**src/rtl/power_ctl_consts.svh**
```systemverilog
// Timing constants and counter width for the host power controller
`ifndef POWER_CTL_CONSTS_SVH
`define POWER_CTL_CONSTS_SVH
`define CLK_FREQ_HZ 40000000
`define START_PRESS_MS 150
`define SHUTDOWN_HOLD_MS 2000
`define FORCE_HOLD_MS 5000
`define RESTART_WAIT_MS 30000
`define DEBOUNCE_US 10000
`define BLINK_HALF_MS 250
`define PULSE_US 10000
`define MS_CYCLES(ms) ((ms) * (`CLK_FREQ_HZ / 1000))
`define US_CYCLES(us) ((us) * (`CLK_FREQ_HZ / 1000000))
`define START_PRESS_CYC `MS_CYCLES(`START_PRESS_MS)
`define SHUTDOWN_HOLD_CYC `MS_CYCLES(`SHUTDOWN_HOLD_MS)
`define FORCE_HOLD_CYC `MS_CYCLES(`FORCE_HOLD_MS)
`define RESTART_WAIT_CYC `MS_CYCLES(`RESTART_WAIT_MS)
`define DEBOUNCE_CYC `US_CYCLES(`DEBOUNCE_US)
`define BLINK_HALF_CYC `MS_CYCLES(`BLINK_HALF_MS)
`define PULSE_CYC `US_CYCLES(`PULSE_US)
`define CNT_W 32
`endif

```
**src/rtl/power_ctl_pkg.sv**
```systemverilog
// Types shared by the host power controller
package power_ctl_pkg;
  typedef enum logic [5:0] {
    ST_INIT      = 6'h01,
    ST_OFF       = 6'h02,
    ST_WAIT_UP   = 6'h04,
    ST_ON        = 6'h08,
    ST_WAIT_DOWN = 6'h10,
    ST_WAIT_RET  = 6'h20
  } power_state_e;
endpackage

```
**src/rtl/button_if.sv**
```systemverilog
// Debounced button hold events passed from the timer to the state machine
interface button_if;
  logic pressed;
  logic startHit;
  logic shutdownHit;
  logic forceHit;
  modport timer (output pressed, output startHit, output shutdownHit, output forceHit);
  modport fsm (input pressed, input startHit, input shutdownHit, input forceHit);
endinterface : button_if

```
**src/rtl/button_timer.sv**
```systemverilog
// Button debounce and hold-time threshold detector
`include "power_ctl_consts.svh"
module button_timer
  import power_ctl_pkg::*;
#(
  parameter logic [31:0] DEBOUNCE_CYC = `DEBOUNCE_CYC,
  parameter logic [31:0] START_CYC = `START_PRESS_CYC,
  parameter logic [31:0] SHUTDOWN_CYC = `SHUTDOWN_HOLD_CYC,
  parameter logic [31:0] FORCE_CYC = `FORCE_HOLD_CYC
) (
  input wire logic mclk,
  input wire logic reset,
  input wire logic buttonSync,
  button_if.timer btn
);
  logic [31:0] bounceCnt_r;
  logic [31:0] holdCnt_r;
  logic stable_r;

  // Level must hold unchanged for the whole window before it is believed
  always_ff @(posedge mclk or posedge reset) begin
    if (reset) begin
      bounceCnt_r <= 32'h0;
      stable_r <= 1'b0;
    end else if (buttonSync == stable_r) begin
      bounceCnt_r <= 32'h0;
    end else if (bounceCnt_r >= DEBOUNCE_CYC - 32'h1) begin
      bounceCnt_r <= 32'h0;
      stable_r <= buttonSync;
    end else begin
      bounceCnt_r <= bounceCnt_r + 32'h1;
    end
  end

  // Saturating hold counter; each threshold fires once per press
  always_ff @(posedge mclk or posedge reset) begin
    if (reset) begin
      holdCnt_r <= 32'h0;
    end else if (!stable_r) begin
      holdCnt_r <= 32'h0;
    end else if (holdCnt_r != 32'hFFFFFFFF) begin
      holdCnt_r <= holdCnt_r + 32'h1;
    end
  end

  assign btn.pressed = stable_r;
  assign btn.startHit = stable_r && (holdCnt_r == START_CYC - 32'h1);
  assign btn.shutdownHit = stable_r && (holdCnt_r == SHUTDOWN_CYC - 32'h1);
  assign btn.forceHit = stable_r && (holdCnt_r == FORCE_CYC - 32'h1);
endmodule // button_timer

```
**src/rtl/host_power_ctl.sv**
```systemverilog
// Host power controller: button handling, host alive watch, power and LED
//
// Behaviour
// - After supply arrives, start in initialise with host power off.
// - Press of 150 ms in initialise or off powers host, waits for it.
// - Waiting for host, move to on once alive line reads 1.
// - LED steadily lit while on.
// - Two-second hold while on requests shutdown, waits for host down.
// - Shutdown request is a pulse on the request line.
// - Alive line dropping while on goes to await host return.
// - Waiting for host down, alive low goes off, power removed.
// - LED blinks while awaiting host return.
// - Alive back within 30 s returns to on, power kept.
// - Alive still low after 30 s goes off, power cut.
// - Five-second hold outside initialise and off cuts power at once.
// - Off state: power removed, LED dark.
// - LED flashes during host reboot, steady once host is back.
`include "power_ctl_consts.svh"
module host_power_ctl
  import power_ctl_pkg::*;
#(
  parameter logic [31:0] DEBOUNCE_CYC = `DEBOUNCE_CYC,
  parameter logic [31:0] START_CYC = `START_PRESS_CYC,
  parameter logic [31:0] SHUTDOWN_CYC = `SHUTDOWN_HOLD_CYC,
  parameter logic [31:0] FORCE_CYC = `FORCE_HOLD_CYC,
  parameter logic [31:0] RESTART_CYC = `RESTART_WAIT_CYC,
  parameter logic [31:0] BLINK_CYC = `BLINK_HALF_CYC,
  parameter logic [31:0] PULSE_CYC = `PULSE_CYC
) (
  input wire logic mclk,
  input wire logic reset,
  input wire logic powerButton,
  input wire logic hostAliveLine,
  output logic hostPowerEn,
  output logic shutdownRequestLine,
  output logic statusLed
);
  power_state_e state_r;
  power_state_e state_nxt;
  logic [1:0] buttonMeta_r;
  logic [1:0] aliveMeta_r;
  logic [31:0] waitCnt_r;
  logic [31:0] blinkCnt_r;
  logic [31:0] pulseCnt_r;
  logic blink_r;
  logic pulseStart;
  button_if btn ();

  // Pins come from outside the clock domain
  always_ff @(posedge mclk or posedge reset) begin
    if (reset) begin
      buttonMeta_r <= 2'h0;
      aliveMeta_r <= 2'h0;
    end else begin
      buttonMeta_r <= {buttonMeta_r[0], powerButton};
      aliveMeta_r <= {aliveMeta_r[0], hostAliveLine};
    end
  end

  button_timer #(
    .DEBOUNCE_CYC(DEBOUNCE_CYC),
    .START_CYC(START_CYC),
    .SHUTDOWN_CYC(SHUTDOWN_CYC),
    .FORCE_CYC(FORCE_CYC)
  ) u_timer (
    .mclk(mclk),
    .reset(reset),
    .buttonSync(buttonMeta_r[1]),
    .btn(btn)
  );

  function automatic logic hostAlive(input logic [1:0] sync);
    return sync[1];
  endfunction

  always_comb begin
    state_nxt = state_r;
    case (state_r)
      ST_INIT, ST_OFF: begin
        if (btn.startHit) begin
          state_nxt = ST_WAIT_UP;
        end
      end
      ST_WAIT_UP: begin
        if (btn.forceHit) begin
          state_nxt = ST_OFF;
        end else if (hostAlive(aliveMeta_r)) begin
          state_nxt = ST_ON;
        end
      end
      ST_ON: begin
        if (btn.forceHit) begin
          state_nxt = ST_OFF;
        end else if (btn.shutdownHit) begin
          state_nxt = ST_WAIT_DOWN;
        end else if (!hostAlive(aliveMeta_r)) begin
          state_nxt = ST_WAIT_RET;
        end
      end
      ST_WAIT_DOWN: begin
        if (btn.forceHit) begin
          state_nxt = ST_OFF;
        end else if (!hostAlive(aliveMeta_r)) begin
          state_nxt = ST_OFF;
        end
      end
      ST_WAIT_RET: begin
        if (btn.forceHit) begin
          state_nxt = ST_OFF;
        end else if (hostAlive(aliveMeta_r)) begin
          state_nxt = ST_ON;
        end else if (waitCnt_r >= RESTART_CYC - 32'h1) begin
          state_nxt = ST_OFF;
        end
      end
      default: begin
        state_nxt = ST_INIT;
      end
    endcase
  end

  always_ff @(posedge mclk or posedge reset) begin
    if (reset) begin
      state_r <= ST_INIT;
    end else begin
      state_r <= state_nxt;
    end
  end

  // Restart window counts from entry into await host return
  always_ff @(posedge mclk or posedge reset) begin
    if (reset) begin
      waitCnt_r <= 32'h0;
    end else if (state_r != ST_WAIT_RET) begin
      waitCnt_r <= 32'h0;
    end else begin
      waitCnt_r <= waitCnt_r + 32'h1;
    end
  end

  always_ff @(posedge mclk or posedge reset) begin
    if (reset) begin
      blinkCnt_r <= 32'h0;
      blink_r <= 1'b0;
    end else if (state_r != ST_WAIT_RET) begin
      blinkCnt_r <= 32'h0;
      blink_r <= 1'b1;
    end else if (blinkCnt_r >= BLINK_CYC - 32'h1) begin
      blinkCnt_r <= 32'h0;
      blink_r <= ~blink_r;
    end else begin
      blinkCnt_r <= blinkCnt_r + 32'h1;
    end
  end

  // One request pulse on entering await host down
  assign pulseStart = (state_r == ST_ON) && (state_nxt == ST_WAIT_DOWN);

  always_ff @(posedge mclk or posedge reset) begin
    if (reset) begin
      pulseCnt_r <= 32'h0;
      shutdownRequestLine <= 1'b0;
    end else if (pulseStart) begin
      pulseCnt_r <= PULSE_CYC - 32'h1;
      shutdownRequestLine <= 1'b1;
    end else if (pulseCnt_r != 32'h0) begin
      pulseCnt_r <= pulseCnt_r - 32'h1;
    end else begin
      shutdownRequestLine <= 1'b0;
    end
  end

  // Power follows the next state so a force cut takes effect at once
  always_ff @(posedge mclk or posedge reset) begin
    if (reset) begin
      hostPowerEn <= 1'b0;
    end else begin
      hostPowerEn <= (state_nxt != ST_INIT) && (state_nxt != ST_OFF);
    end
  end

  always_ff @(posedge mclk or posedge reset) begin
    if (reset) begin
      statusLed <= 1'b0;
    end else begin
      case (state_r)
        ST_ON: statusLed <= 1'b1;
        ST_WAIT_RET: statusLed <= blink_r;
        default: statusLed <= 1'b0;
      endcase
    end
  end
endmodule // host_power_ctl

```
**config.mk**
```make
export PLATFORM = sky130hd
export DESIGN_NAME = host_power_ctl
export DESIGN_NICKNAME = d
export VERILOG_FILES = /design/src/rtl/power_ctl_pkg.sv /design/src/rtl/button_if.sv /design/src/rtl/button_timer.sv /design/src/rtl/host_power_ctl.sv
export VERILOG_INCLUDE_DIRS = /design/src /design/src/rtl
export SDC_FILE = /design/constraint.sdc
export NUM_CORES = 1
export LEC_CHECK = 0
export ABC_AREA = 1
export BUFFER_PORTS_ARGS = -buffer_cell sky130_fd_sc_hd__buf_2
export CAP_MARGIN = 20
export CORE_ASPECT_RATIO = 1.25
export CORE_MARGIN = 2
export CORE_UTILIZATION = 50
export CTS_BUF_LIST = sky130_fd_sc_hd__clkbuf_4
export DETAILED_ROUTE_END_ITERATION = 8
export GPL_TIMING_DRIVEN = 0
export PLACE_DENSITY = 0.71
export SLEW_MARGIN = 40
export SYNTH_ARGS = -nofsm -noshare
export SYNTH_HDL_FRONTEND = slang
export SYNTH_SLANG_ARGS = --single-unit
```
**constraint.sdc**
```tcl
create_clock -name mclk -period 5.7 [get_ports mclk]
set_input_delay 0.285 -clock mclk [delete_from_list [all_inputs] [get_ports mclk]]
set_output_delay 0.285 -clock mclk [all_outputs]
set_load 0.01 [all_outputs]
```
; ---- After elaboration in Yosys (flattened, before gate mapping)
; Cells that the tools add are included.
[totals]
output_inout_bits = 3
wordCells = 76
regBits = 175
in_bits = 4
[classes]
n_eq_ne = 17
n_reduce_logical = 10
order_cmp = 3
bitwise_logic = 2
add_sub_neg = 5
muxes = 26
[ops]
columns = op, n
row1 = $mux W32, 9
row2 = $add A32 B1 Y32 const B, 4
row3 = $mux W6, 11
row4 = $eq A32 B23 Y1 const B, 1
row5 = $eq A32 B27 Y1 const B, 1
row6 = $eq A32 B28 Y1 const B, 1
row7 = $ge A32 B19 Y1 const B, 1
row8 = $ge A32 B24 Y1 const B, 1
row9 = $ge A32 B31 Y1 const B, 1
row10 = $ne A32 B32 Y1 const B, 1
row11 = $reduce_bool A32 Y1, 1
row12 = $sub A32 B1 Y32 const B, 1
row13 = $pmux W6 S5, 1
row14 = $eq A6 B5 Y1 const B, 2
row15 = $eq A6 B1 Y1 const B, 1
row16 = $eq A6 B2 Y1 const B, 1
row17 = $eq A6 B3 Y1 const B, 1
row18 = $eq A6 B4 Y1 const B, 1
row19 = $eq A6 B6 Y1 const B, 1
row20 = $ne A6 B1 Y1 const B, 1
row21 = $ne A6 B2 Y1 const B, 1
row22 = $ne A6 B6 Y1 const B, 1
row23 = $logic_and A1 B1 Y1, 5
row24 = $mux W1, 4
row25 = other kinds (7), 10

; ---- Depth between registers and ports, before layout
[logic_depth]
depth_word = 8
ltp_mapped = 12
mapped_depth_nobuf = 12

; ---- Modules after synthesis
; From an unflattened synthesis, not the netlist that was laid out.
[hier_totals]
hier_cells = 1252
hier_area_um2 = 9520.4
[modules_own_cells]
columns = mod, instances, cells_per_inst, seq_area_each_um2, area_each_um2
row1 = host_power_ctl, 1, 742, 2753.9, 5815.6
row2 = button_timer, 1, 510, 1626.6, 3704.8

; ---- Worst setup path before layout
; Ideal clock, no wire load.
[synth_path]
path_type = register to register
from = register pulseCnt_r[0]
to = register pulseCnt_r[3]
setup_ps = 119
path_stages_with_launch = 10
arrival_ps = 1815
path_buffers = 1
period_less_slack_ps = 1934
path_slack_ps = 3766
required_ps = 5581
path_cell_list = dfrtp_1 > inv_1 > ha_1 > nand2_2 > nor2_4 > nand2_2 > nor4_4 > nand2_4 > buf_6 > o21a_1
[synth_via]
elab_chain_cells = 3
word_cells_on_any_way = 5
classes_between = add/sub: 1 / mux: 2 / reduce/logical: 2
[synth_rtl]
columns = element, line_no
row1 = from (decl), host_power_ctl.sv:44  ; logic [31:0] pulseCnt_r;
row2 = from (signal assigned), host_power_ctl.sv:164  ; pulseCnt_r <= PULSE_CYC - 32'h1;
row3 = from (signal assigned), host_power_ctl.sv:167  ; pulseCnt_r <= pulseCnt_r - 32'h1;
row4 = $sub A32 B1 Y32, host_power_ctl.sv:167
row5 = $mux W32, host_power_ctl.sv:166  ; end else if (pulseCnt_r != 32'h0) begin
row6 = $mux W32, host_power_ctl.sv:163  ; end else if (pulseStart) begin
; Parallel ways exist; a longest one is shown, timed or not. The select of a mux whose other input is x is not followed.
; A chain may end at the register's enable or synchronous reset.

; ---- Worst setup path after layout
[layout_path]
from = register pulseCnt_r[0]
to = register pulseCnt_r[7]
; Same word-level chain as after synthesis.

==> flow_summary.json <==
{
  "status": "completed",
  "grt_pass1_vias": 7953,
  "numClockSinks": 175,
  "die_area_um2": 20200,
  "synth_edf_count": 0,
  "path_class": "flop to flop",
  "worstSetupStartpointType": "flop",
  "synth.largest_area_cell": "dfrtp_1",
  "tightest_slew_ps": 732,
  "power.total_w": 0.00202,
  "dominantRegCellSynth": "dfrtp_1",
  "cp_max_fo": 10,
  "io_pins": 7,
  "antenna_found_initial": 1,
  "synth.avg_cell_area_um2": 7.48,
  "cts-root-buf": "clkbuf_4",
  "cts_resized": 0,
  "antenna_left": 0,
  "via_count": 8304,
  "grt_pass1_wl_um": 36900,
  "final_util": 0.550,
  "synth_top_area_frac": 0.456,
  "rows": 56,
  "areaGrowthSynthToFinish_pct": 8.12,
  "yosys_warnings": 0,
  "ys_types": 40,
  "min_period_ps": 2510,
  "cts_tree": "yes",
  "gp_congestion": 0.918,
  "arrival_ps": 2970,
  "finalCritPeriodShare": 0.440,
  "viasPerCell": 5.28,
  "power.leakage_nw": 4.86,
  "grt_usage": 0.226,
  "ir_worst_vdd_uv": 129,
  "yosysSeqAreaShare": 0.459,
  "die_h_um": 159,
  "wl_met2_um": 10700,
  "grt_start_max_net_pins": 77,
  "dpl.hpwl_um": 16400,
  "clock_skew_ps": 26.6,
  "cts-htree-levels": 4,
  "nets": 1336,
  "synth_seq_cells": 175,
  "place_inst": 1537,
  "slew_headroom": 0.509,
  "top_layer_used": "met4",
  "clk_latency_ps": 570,
  "dr.pass1.iters": 7,
  "end_kind": "flop",
  "drc_errors": 0,
  "dr_wl_met3_um": 808,
  "max_cap_violations": 0,
  "powerDensity_nw_per_um2": 195,
  "mostFrequentLayoutCells": "nand2_1 (289), nor2_1 (251), dfrtp_1 (174)",
  "instances_no_fill": 1574,
  "finalHoldViolations": 0,
  "cp_data_required_time_ps": 6160,
  "drt-met1-wl_um": 9580,
  "post-cts-setup-buffers": 0,
  "setup-violations-final": 0,
  "clk_pin_slew_ps": 160,
  "fmax_mhz": 399,
  "netlist_instances": 1277,
  "grt_remaining_overflow": 0,
  "drive_gt1_frac": 0.0522,
  "fp.dieW_um": 128,
  "clock_path_buffers": 2,
  "cts_buffers": 17,
  "routed_wl_um": 21800,
  "coreArea_um2": 18800,
  "start_util": 0.509,
  "hold_path_class": "input pin to async pin",
  "final_max_slew_viol_count": 0,
  "n_fill_cell": 1860,
  "synth_area_leaders": "dfrtp_1 (46%), nand2_1 (11%), nor2_1 (9.9%)",
  "port_buffers": 6,
  "drt_iter0_drc": 672,
  "rsz0062_at_grt": "false",
  "async_reset_ff_frac": 1.00,
  "synth_area_um2": 9550,
  "layout_commonest_cell": "nand2_1",
  "wl_per_cell_um": 13.8
}
sequential cells by signal, summed over array words and instances (netlist names):
signal               flops
u_timer.bounceCnt_r     32
waitCnt_r               32
buttonMeta_r             2
u_timer.holdCnt_r       32
u_timer.btn.pressed      1
hostPowerEn              1
aliveMeta_r              2
shutdownRequestLine      1
statusLed                1
blink_r                  1
state_r                  6
pulseCnt_r              32
blinkCnt_r              32
cells in the mapped netlist, types with 5 or more instances:
library cell / count
nor4_1: 19
nand2_1: 289
nand3b_1: 6
a31oi_1: 6
or2_2: 5
o21a_1: 5
xor2_1: 40
a21oi_1: 31
o21ai_0: 34
dfrtp_1: 174
xnor2_1: 23
clkbuf_1: 9
nand3_1: 89
nand4_1: 46
ha_1: 5
o31ai_1: 9
nor3_1: 48
inv_1: 152
nor2_1: 251
logic make-up after synthesis:
logic type,share of synthesized area
other cells,0.000393
fa+ha+maj,0.00655
xor+xnor,0.0578
compound gates,0.0531
buf+inv,0.0708
simple gates,0.353
flops,0.459
routing by layer:
metal  vias to the layer above  track usage
li1                       4193            -
met1                      3864        0.284
met2                       196        0.392
met3                        51       0.0376
met4                         0       0.0879
met5                         -            0
through the flow:
step                worst slack [ps]  cell area (um^2)  hold WS [ps]  setup TNS [ps]
finish                          3190             10300           236               0
global route                    3040             10300           229               0
CTS                             3200             10300           196               0
detailed placement              3230             10000           312               0
global placement               -1250              9940           333         -215720
floorplan                        671              9620           316               0
repair_timing:
item / CTS / global route
setup endpoints to repair: 0 / 0
hold endpoints to repair: 50 / 0
hold buffers: 3 / 0
power breakdown:
part,switching [W],internal (W),total [W]
Clock,0.000472,0.000238,0.000710
Combinational,0.0000366,0.0000105,0.0000471
Sequential,0.00000503,0.00125,0.00126
Total,0.000514,0.00150,0.00202
critical path: stages, from the launching register on:
cell	delay, ps
dfrtp_1	430
inv_1	160
ha_1	340
nand2_2	160
nor2_4	210
nand2_2	100
nor4_4	560
nand2_4	160
buf_6	180
nand3_1	70
inv_1	40
final cells by class:
cell class                 count  area [um^2]  share of cell area
antenna                        2         5.00            0.000485
buffer                        15         81.3             0.00788
clock buffer                  18          135              0.0131
clock inverter                14          148              0.0143
inverter                     158          602              0.0583
multi-input combinational    949         4570               0.442
sequential                   175         4380               0.424
tap                          232          290              0.0281
timing repair buffer          11          115              0.0111
worst paths after layout:
path	end	cells after the start	slack [ps]	startpoint
max in group asynchronous	state_r[0]	5	4450	reset
setup reg to reg	pulseCnt_r[7]	10	3190	pulseCnt_r[0]
setup / recovery	pulseCnt_r[7]	10	3190	pulseCnt_r[0]
hold / removal	u_timer.bounceCnt_r[10]	3	240	reset
min in group mclk	buttonMeta_r[0]	2	340	powerButton
hold reg to reg	buttonMeta_r[1]	0	370	buttonMeta_r[0]
Power figures use the tool's default switching activity.
